[src/rtl/fixed_run_pkg.sv]
package fixed_run_pkg;

  ////////////////////////////////////////////////////////////////////////
  // Register bus geometry and byte offsets
  localparam int ADDR_W = 6; // Byte address width
  localparam int DATA_W = 32; // Bus data width
  localparam logic [5:0] OFS_CTRL = 6'h00; // Control bits
  localparam logic [5:0] OFS_DISP = 6'h04; // Displacement, reference units
  localparam logic [5:0] OFS_SPEED = 6'h08; // Run speed, rpm
  localparam logic [5:0] OFS_RAMP = 6'h0c; // Ramp time, ms
  localparam logic [5:0] OFS_STATUS = 6'h10; // Sequencer state, read only
  localparam logic [5:0] OFS_COUNT = 6'h14; // Input reference counter
  localparam logic [5:0] OFS_IRQ_STAT = 6'h18; // Sticky events, read only
  localparam logic [5:0] OFS_IRQ_CLR = 6'h1c; // Write one to clear
  localparam logic [5:0] OFS_IRQ_EN = 6'h20; // Interrupt enables

  ////////////////////////////////////////////////////////////////////////
  // Field positions of the control register
  localparam int CTRL_EN = 0; // Function enable
  localparam int CTRL_UNLOCK = 1; // Post-run unlock select
  localparam int CTRL_POL = 2; // Trigger polarity, 1 = rising edge
  localparam int CTRL_FN = 3; // Trigger input assigned to this function
  localparam int CTRL_INH = 4; // Inhibit function assigned to an input

  // Interrupt event bits
  localparam int IRQ_W = 3;
  localparam int IRQ_START = 0; // Run accepted
  localparam int IRQ_DONE = 1; // Run completed
  localparam int IRQ_REFUSE = 2; // Edge seen but not honoured

  ////////////////////////////////////////////////////////////////////////
  // Value ranges and reset values
  localparam logic [30:0] DISP_RST = 31'h0000_2710; // 10000 units
  localparam logic [30:0] DISP_MAX = 31'h4000_0000; // 1073741824 units
  localparam logic [12:0] SPEED_RST = 13'h00c8; // 200 rpm
  localparam logic [12:0] SPEED_MAX = 13'h1770; // 6000 rpm
  localparam logic [9:0] RAMP_RST = 10'h00a; // 10 ms
  localparam logic [9:0] RAMP_MAX = 10'h3e8; // 1000 ms
  localparam logic [16:0] MIN_SPEED_RPM = 17'h0000a; // 10 rpm
  localparam logic [4:0] CTRL_RST = 5'h0e; // Disabled, unlock, rising, assigned

  ////////////////////////////////////////////////////////////////////////
  // Timing: one profile sample per millisecond
  localparam int CLK_PERIOD_NS = 8;
  localparam int SAMPLE_TIME_NS = 1000000;
  localparam int SAMPLE_CYCLES_DOC = SAMPLE_TIME_NS / CLK_PERIOD_NS;
  localparam logic [3:0] DIV_STEPS = 4'hd; // Quotient bits of speed / ramp

  ////////////////////////////////////////////////////////////////////////
  // Types
  typedef struct packed {
    logic inh_used; // Inhibit function assigned
    logic trig_fn; // Trigger input serves this function
    logic pol; // Active edge, 1 = rising
    logic unlock; // Stay locked after run until cleared
    logic en; // Function enabled
  } cfg_t;

  typedef struct packed {
    logic valid; // Increment present this cycle
    logic signed [31:0] delta; // Increment, reference units
  } ref_t;

  typedef enum logic [1:0] {
    ST_IDLE = 2'b00,
    ST_PREP = 2'b01,
    ST_RUN = 2'b11,
    ST_LOCK = 2'b10
  } state_t;

endpackage

[src/rtl/fixed_run_seq.sv]
`timescale 1ns/1ps
// What this block does
// - Ignore trigger while homing runs
// - Trigger abandons motion, runs preset distance, same direction
// - Reject other references and retrigger during run
// - Counter accumulates only the run's reference during run
// - After run, lock or unlock per setting
// - Discard references arriving during run
// - Completion raises run-done and positioning-done
// - Run-done ignores servo-on and trigger polarity
// - Honour trigger if speed >=10 or settings nonzero
// - Active assigned inhibit input refuses triggers
// - Bypass averaging filter throughout the run
// - Lock-clear input drops the post-run lock
// - Trigger input serves only this function
// - Trigger on selected edge, not level
// - Run speed from setting, else pre-trigger speed
// - Run-done stays low while displacement incomplete
module fixed_run_seq
  import fixed_run_pkg::*;
#(
  parameter int SAMPLE_CYCLES = SAMPLE_CYCLES_DOC // Clock cycles per profile sample
) (
  input wire logic clk_sys,
  input wire logic reset_n,
  input wire logic clk_en,
  input wire logic [ADDR_W-1:0] reg_addr,
  input wire logic [DATA_W-1:0] reg_wdata,
  input wire logic reg_wr,
  input wire logic reg_rd,
  output logic [DATA_W-1:0] reg_rdata,
  input wire logic trigger_digital_input,
  input wire logic fixed_run_inhibit,
  input wire logic fixed_run_lock_clear,
  input wire logic servo_on,
  input wire logic position_mode,
  input wire logic homing_active,
  input wire logic in_window,
  input wire logic signed [15:0] motor_speed_rpm,
  input wire ref_t ext_ref,
  output ref_t pos_ref,
  output logic filter_bypass,
  output logic fixed_run_done,
  output logic positioning_done,
  output logic ref_locked,
  output logic irq
);

  ////////////////////////////////////////////////////////////////////////
  // Elaboration check: the sample counter needs at least one cycle
  if (SAMPLE_CYCLES < 1) begin : g_chk
    $error("SAMPLE_CYCLES must be at least 1");
  end

  localparam int TW = (SAMPLE_CYCLES > 1) ? $clog2(SAMPLE_CYCLES) : 1;
  localparam logic [TW-1:0] TICK_LAST = TW'(SAMPLE_CYCLES - 1);

  ////////////////////////////////////////////////////////////////////////
  // Declarations
  state_t state_r; // Sequencer state
  state_t state_nxt; // Its next value
  cfg_t cfg_r; // Control bits
  logic [30:0] disp_r; // Configured displacement
  logic [12:0] speed_r; // Configured run speed
  logic [9:0] ramp_r; // Configured ramp time
  logic [IRQ_W-1:0] irq_stat_r; // Sticky events
  logic [IRQ_W-1:0] irq_stat_nxt; // Their next value
  logic [IRQ_W-1:0] irq_en_r; // Interrupt enables
  logic [31:0] ref_count_r; // Input reference counter
  logic [TW-1:0] tick_cnt_r; // Sample divider
  logic tick; // One cycle per sample
  logic trig_d_r; // Trigger input, one cycle old
  logic last_neg_r; // Direction of the last external increment
  logic [30:0] rem_r; // Displacement still to issue
  logic [30:0] acc_dist_r; // Distance issued before braking
  logic [12:0] vel_r; // Present increment per sample
  logic [12:0] vmax_r; // Latched run speed
  logic [9:0] ramp_lat_r; // Latched ramp time
  logic decel_r; // Ramp-down under way
  logic dir_neg_r; // Run goes negative
  logic [10:0] div_rem_r; // Divider remainder
  logic [12:0] div_quo_r; // Divider quotient, becomes the ramp step
  logic [3:0] div_cnt_r; // Divider steps left
  ref_t ref_nxt; // Reference passed on next cycle
  logic [16:0] spd_abs; // Magnitude of pre-trigger speed
  logic speed_ok; // Pre-trigger speed fast enough
  logic edge_seen; // Active edge on the trigger input
  logic allowed; // All trigger conditions met
  logic start; // Run accepted this cycle
  logic refuse; // Edge seen but refused
  logic complete; // Run finishes this cycle
  logic abort; // Run dropped by mode or servo loss
  logic [12:0] run_speed; // Run speed chosen at trigger
  logic [12:0] step; // Ramp step per sample
  logic [13:0] vel_up; // Accelerated speed, one bit of headroom
  logic [12:0] vel_now; // Speed for this sample
  logic [30:0] inc; // Increment issued this sample
  logic [10:0] div_trial; // Divider shifted remainder
  logic running; // Prep or run

  ////////////////////////////////////////////////////////////////////////
  // Sample tick divider, free running
  always_ff @(posedge clk_sys or negedge reset_n) begin
    if (!reset_n) begin
      tick_cnt_r <= '0;
    end else if (clk_en) begin
      tick_cnt_r <= (tick_cnt_r == TICK_LAST) ? '0 : tick_cnt_r + 1'b1;
    end
  end

  assign tick = (tick_cnt_r == TICK_LAST);

  ////////////////////////////////////////////////////////////////////////
  // Trigger conditions
  always_comb begin
    spd_abs = motor_speed_rpm[15] ? 17'(-$signed({motor_speed_rpm[15], motor_speed_rpm}))
                                  : {1'b0, motor_speed_rpm};
    speed_ok = (spd_abs >= MIN_SPEED_RPM);
    // Edge, never level; the polarity picks which edge
    edge_seen = cfg_r.pol ? (trigger_digital_input & ~trig_d_r)
                          : (~trigger_digital_input & trig_d_r);
    allowed = position_mode & servo_on & cfg_r.en;
    allowed = allowed & ~homing_active;
    allowed = allowed & ~(cfg_r.inh_used & fixed_run_inhibit);
    allowed = allowed & (speed_ok | ((speed_r != '0) & (disp_r != '0)));
    allowed = allowed & (state_r == ST_IDLE);
    // Only the dedicated input, and only when assigned to this function
    start = edge_seen & cfg_r.trig_fn & allowed;
    refuse = edge_seen & cfg_r.trig_fn & ~allowed;
    // Setting wins when nonzero, else the motor's own speed
    if (speed_r != '0) begin
      run_speed = speed_r;
    end else if (spd_abs > {4'h0, SPEED_MAX}) begin
      run_speed = SPEED_MAX;
    end else begin
      run_speed = spd_abs[12:0];
    end
  end

  // Previous trigger level for edge detection
  always_ff @(posedge clk_sys or negedge reset_n) begin
    if (!reset_n) begin
      trig_d_r <= 1'b0;
    end else if (clk_en) begin
      trig_d_r <= trigger_digital_input;
    end
  end

  ////////////////////////////////////////////////////////////////////////
  // Profile arithmetic for one sample
  always_comb begin
    // A zero ramp time means a jump straight to run speed
    if (ramp_lat_r == '0) begin
      step = vmax_r;
    end else if (div_quo_r == '0) begin
      step = 13'h0001;
    end else begin
      step = div_quo_r;
    end
    vel_up = {1'b0, vel_r} + {1'b0, step};
    // Ramp down mirrors the ramp up, never below one step
    if (decel_r) begin
      vel_now = (vel_r > step) ? vel_r - step : step;
    end else begin
      vel_now = (vel_up > {1'b0, vmax_r}) ? vmax_r : vel_up[12:0];
    end
    // Clip the last sample so the run ends on the exact distance
    inc = ({18'h0, vel_now} > rem_r) ? rem_r : {18'h0, vel_now};
    div_trial = {div_rem_r[9:0], div_quo_r[12]};
    running = (state_r == ST_PREP) || (state_r == ST_RUN);
    abort = running & ~(servo_on & position_mode);
    complete = (state_r == ST_RUN) & ~abort & ((rem_r == '0) | (tick & (inc == rem_r)));
  end

  ////////////////////////////////////////////////////////////////////////
  // Sequencer next state
  always_comb begin
    state_nxt = state_r;
    case (state_r)
      ST_IDLE: begin
        if (start) begin
          state_nxt = ST_PREP;
        end
      end
      ST_PREP: begin
        if (abort) begin
          state_nxt = ST_IDLE;
        end else if (div_cnt_r == 4'h1) begin
          state_nxt = ST_RUN;
        end
      end
      ST_RUN: begin
        if (abort) begin
          state_nxt = ST_IDLE;
        end else if (complete) begin
          // Hold the lock only when unlock is selected
          state_nxt = cfg_r.unlock ? ST_LOCK : ST_IDLE;
        end
      end
      ST_LOCK: begin
        if (fixed_run_lock_clear) begin
          state_nxt = ST_IDLE;
        end
      end
      default: begin
        state_nxt = ST_IDLE;
      end
    endcase
  end

  always_ff @(posedge clk_sys or negedge reset_n) begin
    if (!reset_n) begin
      state_r <= ST_IDLE;
    end else if (clk_en) begin
      state_r <= state_nxt;
    end
  end

  ////////////////////////////////////////////////////////////////////////
  // Ramp step: restoring divide of run speed by ramp samples
  always_ff @(posedge clk_sys or negedge reset_n) begin
    if (!reset_n) begin
      div_rem_r <= '0;
      div_quo_r <= '0;
      div_cnt_r <= '0;
    end else if (clk_en) begin
      if (start) begin
        div_rem_r <= '0;
        div_quo_r <= run_speed;
        div_cnt_r <= DIV_STEPS;
      end else if (state_r == ST_PREP) begin
        // One quotient bit per cycle; the quotient then stays for the run
        if (div_trial >= {1'b0, ramp_lat_r}) begin
          div_rem_r <= div_trial - {1'b0, ramp_lat_r};
          div_quo_r <= {div_quo_r[11:0], 1'b1};
        end else begin
          div_rem_r <= div_trial;
          div_quo_r <= {div_quo_r[11:0], 1'b0};
        end
        div_cnt_r <= div_cnt_r - 4'h1;
      end
    end
  end

  ////////////////////////////////////////////////////////////////////////
  // Run state: latched settings, speed and distance left
  always_ff @(posedge clk_sys or negedge reset_n) begin
    if (!reset_n) begin
      rem_r <= '0;
      acc_dist_r <= '0;
      vel_r <= '0;
      vmax_r <= '0;
      ramp_lat_r <= '0;
      decel_r <= 1'b0;
      dir_neg_r <= 1'b0;
    end else if (clk_en) begin
      if (start) begin
        // Settings change in real time, so a run keeps its own copy
        rem_r <= disp_r;
        acc_dist_r <= '0;
        vel_r <= '0;
        vmax_r <= run_speed;
        ramp_lat_r <= ramp_r;
        decel_r <= 1'b0;
        // Keep the direction of the motion that was interrupted
        dir_neg_r <= speed_ok ? motor_speed_rpm[15] : last_neg_r;
      end else if ((state_r == ST_RUN) && tick && (rem_r != '0)) begin
        rem_r <= rem_r - inc;
        vel_r <= vel_now;
        if (!decel_r) begin
          acc_dist_r <= acc_dist_r + inc;
          // Start braking once what is left is no more than what has been issued so far
          decel_r <= ((rem_r - inc) <= (acc_dist_r + inc));
        end
      end
    end
  end

  // Direction memory for triggers from near standstill
  always_ff @(posedge clk_sys or negedge reset_n) begin
    if (!reset_n) begin
      last_neg_r <= 1'b0;
    end else if (clk_en) begin
      if ((state_r == ST_IDLE) && ext_ref.valid && (ext_ref.delta != '0)) begin
        last_neg_r <= ext_ref.delta[31];
      end
    end
  end

  ////////////////////////////////////////////////////////////////////////
  // Reference path to the position loop
  always_comb begin
    // Outside idle, external increments are dropped, never queued
    ref_nxt = '0;
    if (state_r == ST_IDLE) begin
      ref_nxt = ext_ref;
    end else if ((state_r == ST_RUN) && tick && (rem_r != '0) && !abort) begin
      ref_nxt.valid = 1'b1;
      ref_nxt.delta = dir_neg_r ? -$signed({1'b0, inc}) : $signed({1'b0, inc});
    end
  end

  always_ff @(posedge clk_sys or negedge reset_n) begin
    if (!reset_n) begin
      pos_ref <= '0;
      ref_count_r <= '0;
    end else if (clk_en) begin
      pos_ref <= ref_nxt;
      // Counts only what is passed on, so a run counts itself alone
      if (ref_nxt.valid) begin
        ref_count_r <= ref_count_r + ref_nxt.delta;
      end
    end
  end

  ////////////////////////////////////////////////////////////////////////
  // Discrete outputs
  always_ff @(posedge clk_sys or negedge reset_n) begin
    if (!reset_n) begin
      fixed_run_done <= 1'b0;
      positioning_done <= 1'b0;
      filter_bypass <= 1'b0;
      ref_locked <= 1'b0;
    end else if (clk_en) begin
      // Low from acceptance until the last increment is out
      if (start) begin
        fixed_run_done <= 1'b0;
      end else if (complete) begin
        fixed_run_done <= 1'b1;
      end
      // Positioning-done follows the window, forced at run end
      if (complete) begin
        positioning_done <= 1'b1;
      end else begin
        positioning_done <= ~running & ~start & servo_on & in_window;
      end
      filter_bypass <= (state_nxt == ST_PREP) || (state_nxt == ST_RUN);
      ref_locked <= (state_nxt != ST_IDLE);
    end
  end

  ////////////////////////////////////////////////////////////////////////
  // Configuration registers
  always_ff @(posedge clk_sys or negedge reset_n) begin
    if (!reset_n) begin
      cfg_r <= cfg_t'(CTRL_RST);
      disp_r <= DISP_RST;
      speed_r <= SPEED_RST;
      ramp_r <= RAMP_RST;
      irq_en_r <= '0;
    end else if (clk_en && reg_wr) begin
      case (reg_addr)
        OFS_CTRL: begin
          cfg_r <= cfg_t'(reg_wdata[4:0]);
        end
        // Out-of-range values saturate at the top of their range
        OFS_DISP: begin
          disp_r <= (reg_wdata[30:0] > DISP_MAX || reg_wdata[31]) ? DISP_MAX
                                                                  : reg_wdata[30:0];
        end
        OFS_SPEED: begin
          speed_r <= (reg_wdata > {19'h0, SPEED_MAX}) ? SPEED_MAX : reg_wdata[12:0];
        end
        OFS_RAMP: begin
          ramp_r <= (reg_wdata > {22'h0, RAMP_MAX}) ? RAMP_MAX : reg_wdata[9:0];
        end
        OFS_IRQ_EN: begin
          irq_en_r <= reg_wdata[IRQ_W-1:0];
        end
        default: begin
        end
      endcase
    end
  end

  ////////////////////////////////////////////////////////////////////////
  // Interrupt status: a new event beats a clear in the same cycle
  always_comb begin
    irq_stat_nxt = irq_stat_r;
    if (reg_wr && (reg_addr == OFS_IRQ_CLR)) begin
      irq_stat_nxt = irq_stat_nxt & ~reg_wdata[IRQ_W-1:0];
    end
    irq_stat_nxt[IRQ_START] = irq_stat_nxt[IRQ_START] | start;
    irq_stat_nxt[IRQ_DONE] = irq_stat_nxt[IRQ_DONE] | complete;
    irq_stat_nxt[IRQ_REFUSE] = irq_stat_nxt[IRQ_REFUSE] | refuse;
  end

  always_ff @(posedge clk_sys or negedge reset_n) begin
    if (!reset_n) begin
      irq_stat_r <= '0;
      irq <= 1'b0;
    end else if (clk_en) begin
      irq_stat_r <= irq_stat_nxt;
      irq <= |(irq_stat_nxt & irq_en_r);
    end
  end

  ////////////////////////////////////////////////////////////////////////
  // Read port: data in the cycle after the strobe, zero otherwise
  always_ff @(posedge clk_sys or negedge reset_n) begin
    if (!reset_n) begin
      reg_rdata <= '0;
    end else if (clk_en) begin
      reg_rdata <= '0;
      if (reg_rd) begin
        case (reg_addr)
          OFS_CTRL: reg_rdata <= {27'h0, cfg_r};
          OFS_DISP: reg_rdata <= {1'b0, disp_r};
          OFS_SPEED: reg_rdata <= {19'h0, speed_r};
          OFS_RAMP: reg_rdata <= {22'h0, ramp_r};
          OFS_STATUS: reg_rdata <= {28'h0, fixed_run_done, ref_locked, state_r};
          OFS_COUNT: reg_rdata <= ref_count_r;
          OFS_IRQ_STAT: reg_rdata <= {29'h0, irq_stat_r};
          OFS_IRQ_EN: reg_rdata <= {29'h0, irq_en_r};
          default: reg_rdata <= '0;
        endcase
      end
    end
  end

endmodule

[config.mk]
export PLATFORM = sky130hd
export DESIGN_NAME = fixed_run_seq
export DESIGN_NICKNAME = d
export VERILOG_FILES = /design/src/rtl/fixed_run_pkg.sv /design/src/rtl/fixed_run_seq.sv
export SDC_FILE = /design/constraint.sdc
export NUM_CORES = 1
export LEC_CHECK = 0
export BUFFER_PORTS_ARGS = -buffer_cell sky130_fd_sc_hd__buf_2
export CAP_MARGIN = 25
export CORE_AREA = 2 2 219 221
export CTS_BUF_LIST = sky130_fd_sc_hd__clkbuf_4 sky130_fd_sc_hd__clkbuf_8 sky130_fd_sc_hd__clkbuf_16
export DETAILED_ROUTE_END_ITERATION = 16
export DIE_AREA = 0 0 221 223
export PLACE_DENSITY_LB_ADDON = 0.15
export SETUP_SLACK_MARGIN = 0.1
export SYNTH_ARGS = -nofsm -noshare
export SYNTH_HDL_FRONTEND = slang
export SYNTH_SLANG_ARGS = --single-unit
[constraint.sdc]
create_clock -name clk_sys -period 24 [get_ports clk_sys]
set_input_delay 1.2 -clock clk_sys [delete_from_list [all_inputs] [get_ports clk_sys]]
set_output_delay 1.2 -clock clk_sys [all_outputs]
set_load 0.1 [all_outputs]
[Word-level counts from Yosys, hierarchy flattened]
Index checks and enable logic that the tools add are counted.
Widths: inputs -> output; s select.
Storage, ports and cells
  register bits: 315
  output and inout bits: 70
  bits of input ports: 99
  logic and storage cells: 194
Operators by class
  reduce and logical (&&, ||, !) cells: 37
  magnitude comparators: 10
  equality and inequality tests: 17
  add/sub/neg operators: 10
  bitwise gates (word level): 37
  muxes and demuxes: 50
Operator list (count)
  $pmux 32 s8: 1
  $mux 31: 7
  $mux 13: 12
  $mux 33: 2
  $mux 32: 2
  $reduce_bool 31->1: 2
  $mux 10: 4
  $mux 17: 2
  $add 32x32->32: 1
  $gt 32x10->1 const B: 1
  $gt 32x13->1 const B: 1
  $neg 31->32: 1
  $reduce_bool 32->1: 1
  $add 31x31->31: 1
  $eq 31x31->1: 1
  $gt 13x31->1: 1
  $gt 31x31->1 const B: 1
  $le 31x31->1: 1
  $logic_not 31->1: 1
  $sub 31x31->31: 1
  $eq 6x5->1 const B: 4
  $reduce_and 2->1: 11
  $and 1x1->1: 20
  $add 17x1->17 const B: 1
  38 further kinds: 81

[Logic depth before layout (Yosys ltp)]
  depth in word-level cells: 18
  mapped depth: 60
  gate-level depth less buffers: 56

[Least setup slack after synthesis]
Ideal clock, no wire load.
  path type: register -> register
  from: register ramp_lat_r[1]
  to: register decel_r
  period minus slack after synthesis: 10436 ps
  cell stages (with the launch flop): 51
  arrival time: 10354 ps
  data required time: 23918 ps
  setup slack: 13564 ps
  path buffers: 5
  library setup time: 82 ps
  cells stage by stage: dfrtp_1 > nor4_1 > nand4_1 > clkbuf_1 > nand2_1 > o21a_1 > inv_1 > ha_1 > a211oi_1 > o21bai_1 > a21oi_1 > o21ai_0 > xor2_1 > ha_1 > a211o_1 > o211ai_1 > a31oi_1 > o31a_1 > (+15 left out) > a21o_1 > a21oi_1 > o21ai_0 > a21oi_1 > o21bai_1 > a21oi_1 > o21ai_0 > o41ai_2 > nand2b_1 > clkbuf_1 > or4_1 > xnor2_1 > ha_1 > a21o_1 > a21o_1 > a2111oi_0 > a32oi_1 > o22ai_1
Between the ends
  cells in the longest elaborated chain, start to end: 13
  elaborated cells on any way between the ends: 17
  classes of those cells: add/sub: 4; order compare: 4; mux: 8; reduce/logical: 1
Ends and longest elaborated chain
  start: declaration: RTL line fixed_run_seq.sv:78  | logic [9:0] ramp_lat_r;
  start signal: assignment: RTL line fixed_run_seq.sv:263  | ramp_lat_r <= ramp_r;
  $logic_not 10->1 (*): RTL line fixed_run_seq.sv:153  | if (ramp_lat_r == '0) begin
  $mux 13 (*): RTL line fixed_run_seq.sv:153
  $add 13x13->14: RTL line fixed_run_seq.sv:160  | vel_up = {1'b0, vel_r} + {1'b0, step};
  $gt 14x13->1: RTL line fixed_run_seq.sv:165  | vel_now = (vel_up > {1'b0, vmax_r}) ? vmax_r : vel_up[12:0];
  $mux 13: RTL line fixed_run_seq.sv:165
  $mux 13 (*): RTL line fixed_run_seq.sv:162  | if (decel_r) begin
  $gt 13x31->1: RTL line fixed_run_seq.sv:168  | inc = ({18'h0, vel_now} > rem_r) ? rem_r : {18'h0, vel_now};
  $mux 31 (*): RTL line fixed_run_seq.sv:168
  $sub 31x31->31 / $add 31x31->31 (equally long branches): RTL line fixed_run_seq.sv:273  | decel_r <= ((rem_r - inc) <= (acc_dist_r + inc));
  $le 31x31->1 (*): RTL line fixed_run_seq.sv:273
  $mux 1 (*): RTL line fixed_run_seq.sv:270  | if (!decel_r) begin
  $mux 1 (*): RTL line fixed_run_seq.sv:267  | end else if ((state_r == ST_RUN) && tick && (rem_r != '0)) begin
  $mux 1 (*): RTL line fixed_run_seq.sv:257  | if (start) begin
  end signal: assignment: RTL line fixed_run_seq.sv:273
  end: declaration: RTL line fixed_run_seq.sv:79  | logic decel_r;
Mark *: on every way between the ends. The rest lies on a longest branch, timed or not. The select of a mux whose other input is x is not followed.
A chain may end at the register's enable or synchronous reset.

[Worst setup path after layout]
Ends and elaborated chain as after synthesis.

==> results.cfg <==
[outcome]
status = completed

[clock_network]
cts_resized = 0
root_buffer = clkbuf_16
cts_sinks = 314
clk_pin_slew_ps = 60
cts_tree = done
cts_buffers = 38
clkLatencyLatePin_ps = 570
holdBufCountCts = 0
htreeDepth = 2
post_cts_buffers = 0
cts_buffer_depth = 3

[power_and_ir_drop]
max-vdd-ir-drop_uv = 57.05
p_sw_uw = 498.2
power.density_nw_per_um2 = 62.23
clkPwrFrac = 0.391
p_leak_uw = 0.01218
p_comb_frac = 0.206
seqPwrFrac = 0.402
sw_frac_of_total = 0.3206
intPower_uw = 1056

[synth]
synthTopCellsByCount = dfrtp_1 (301), nand2_1 (254), o21ai_0 (213), ha_1 (172), nor2_1 (147)
yosysSeqAreaShare = 0.3532
postSynthAreaPerCell_um2 = 8.945
synth_area_um2 = 22290
yosysWarnings = 0
syn_inst = 2492
yosys.area.top_type = dfrtp_1
synthFlopType = dfrtp_1
ys_types = 97
synth-edff-count = 0
yosysMostFrequentCell = dfrtp_1
ys_ff_latch = 314
synth_top_area_frac = 0.3379
ys_top_cells_by_area = dfrtp_1 (34%), ha_1 (9.7%), o21ai_0 (4.8%), nand2_1 (4.3%), xnor2_1 (3.2%)
synthArstFlopShare = 1.000

[setup_path]
reg2reg_slack_ps = 11100
r2r-start = ramp_lat_r[1]
path_common_cell = ha_1
cp_slowest_cell = o21ai_1
crit_fanout = 19
path_class = reg -> reg
rr_worst_depth = 47
critPathCaptureType = flop
critical_path_arrival_ps = 13310
crit_path_max_incr_delay_ps = 650
crit_path_start_kind = flop
r2r_end = decel_r
worstPathRequired_ps = 24410

[global_routing]
grt_pass1_vias = 19120
antenna_found_initial = 5
grt_usage = 0.2732
grt_overflow = 0
grt_pass1_wl_um = 108100
grt_max_degree = 129

[floorplanning]
coreArea_um2 = 47150
die_w_um = 221
ios = 169
rows = 80
die_y_um = 223
initial_utilization = 0.4728
die_area_um2 = 49280

[sta]
rsz0062_at_grt = false
hold_viol = 0
slew_headroom = 0.3331
whs_ps = 476.1
clock_skew_ps = 26.75
setup_viol = 0
fmax_mhz = 77.52
tightestPinTransition_ps = 1000
post-route-min-period_ps = 12900
fin_setup_tns_ps = 0
min_period_over_period = 0.5375
slew_viol_final = 0

[min_path]
min_path_type = reg -> reg
holdCritStartpoint = reg_rdata[1]
whs_path_depth = 1
hold_end = reg_rdata[1]

[placed_design]
gp_congestion = 0.9300
place_hpwl_um = 52020
portBuffers = 168

[final_layout]
syn_to_final_growth_pct = 12.03
fillers = 4313
final_core_util = 0.5297
fin_nets = 2895
layout-drive-gt1-share = 0.1391

[run]
max-cap-violations = 0

[detailed_routing]
drt_iter0_markers = 1487
drtPass1Iterations = 7
wirelength_um = 68830
wl_per_cell_um = 21.10
vias = 19860
vias_per_cell = 6.088
drc = 0
ant_nets = 0
-- metrics by stage --
stage / cells / power [uW] / instance area, um^2 / worst slack, ps
6_report: 3263 / 1554 / 24970 / 11100
4_1_cts: 3259 / 1563 / 24940 / 11240
2_1_floorplan: 2508 / 855.4 / 22350 / 13560
3_5_place_dp: 3191 / 951.4 / 23620 / 11310
5_1_grt: 3262 / 1626 / 24970 / 10160
3_3_place_gp: 3189 / 942.7 / 23590 / 11180
-- power groups by stage --
stage	logic, uW	clock network, uW	registers (uW)
global placement	311	0	632
finish	321	608	625
floorplan	193	0	663
global route	356	640	630
detailed placement	318	0	633
CTS	319	619	624
-- state kept, by name (all words and copies together) (netlist names), 2 cells and up --
| signal | count |
|---|---|
| tick_cnt_r | 17 |
| ref_count_r | 32 |
| div_cnt_r | 4 |
| state_r | 2 |
| div_quo_r | 13 |
| speed_r | 13 |
| rem_r | 31 |
| cfg_r | 5 |
| reg_rdata | 32 |
| vmax_r | 13 |
| irq_en_r | 3 |
| disp_r | 31 |
| vel_r | 13 |
| ramp_r | 10 |
| pos_ref | 33 |
| div_rem_r | 10 |
| irq_stat_r | 3 |
| ramp_lat_r | 10 |
| acc_dist_r | 31 |
-- cell families after synthesis --
kind of cell | after synthesis | synth area share
AO/OA/AOI/OAI | 765 | 0.2324
XOR/XNOR | 141 | 0.05540
adder cells (fa/ha/maj) | 178 | 0.1019
buffers and inverters | 250 | 0.04726
flip-flops | 314 | 0.3532
multiplexers | 86 | 0.04210
other | 1 | 0.0001682
AND/OR/NAND/NOR | 757 | 0.1675
-- critical path, delay by kind of cell (launching register included) --
kind	cells	cell delay [ps]
DFF	1	410
adders and majority gates	5	1530
xor gates and xnor gates	2	420
buffers and inverters	4	630
muxes	1	340
AOI/OAI and AO/OA	23	5760
and+or+nand+nor	12	3610
-- worst max path at each step --
stage / from / end / slack [ps] / cells after the start
2_1_floorplan: ramp_lat_r[1] / decel_r / 13560 / 50
3_3_place_gp: ramp_lat_r[1] / decel_r / 11180 / 47
3_5_place_dp: ramp_lat_r[1] / decel_r / 11310 / 49
4_1_cts: ramp_lat_r[1] / decel_r / 11240 / 49
5_1_grt: ramp_lat_r[1] / decel_r / 10160 / 47
6_report: ramp_lat_r[1] / decel_r / 11100 / 47
-- per-layer routing --
metal | wire length, um | share of wire | GRT usage | vias up
met5 | 34 | 0.00049 | 0 | -
met4 | 1821 | 0.026 | 0.07274 | 6
met3 | 4287 | 0.062 | 0.04425 | 110
met2 | 30610 | 0.44 | 0.4264 | 640
met1 | 32080 | 0.47 | 0.3936 | 9696
li1 | - | - | - | 9412
-- final cells by class --
cell class / instances / area [um^2] / area share
antenna: 2 / 5.005 / 0.0002004
clock buffer: 53 / 1089 / 0.04359
clock inverter: 15 / 231.5 / 0.009269
inverter: 127 / 476.7 / 0.01909
multi-input combinational: 1944 / 13460 / 0.5391
sequential: 314 / 7874 / 0.3153
tap: 615 / 769.5 / 0.03081
timing repair buffer: 193 / 1066 / 0.04269
-- layout by cell type, fill, tap and decap left out, types with 18 or more instances in the layout --
cell type,Yosys,layout
o21a_1,18,18
xnor2_1,81,81
nand4_1,39,39
a21o_1,76,76
xor2_1,60,60
a22oi_1,37,37
o22a_1,19,19
a31oi_1,27,27
dfrtp_1,301,301
buf_2,18,167
o211ai_1,18,18
nor3_1,38,38
ha_1,172,172
inv_1,122,122
nor2_1,147,145
a21oi_1,116,116
nand3_1,80,80
nor2b_1,30,30
mux2i_1,45,45
nand2b_1,19,19
and3_1,21,21
o21ai_0,213,212
buf_4,2,21
o2bb2ai_1,23,23
nor4_1,45,44
nand2_1,254,254
mux2_2,34,34
clkbuf_16,0,38
a22o_1,43,43
Note: power is estimated with default switching activity, not from simulation.
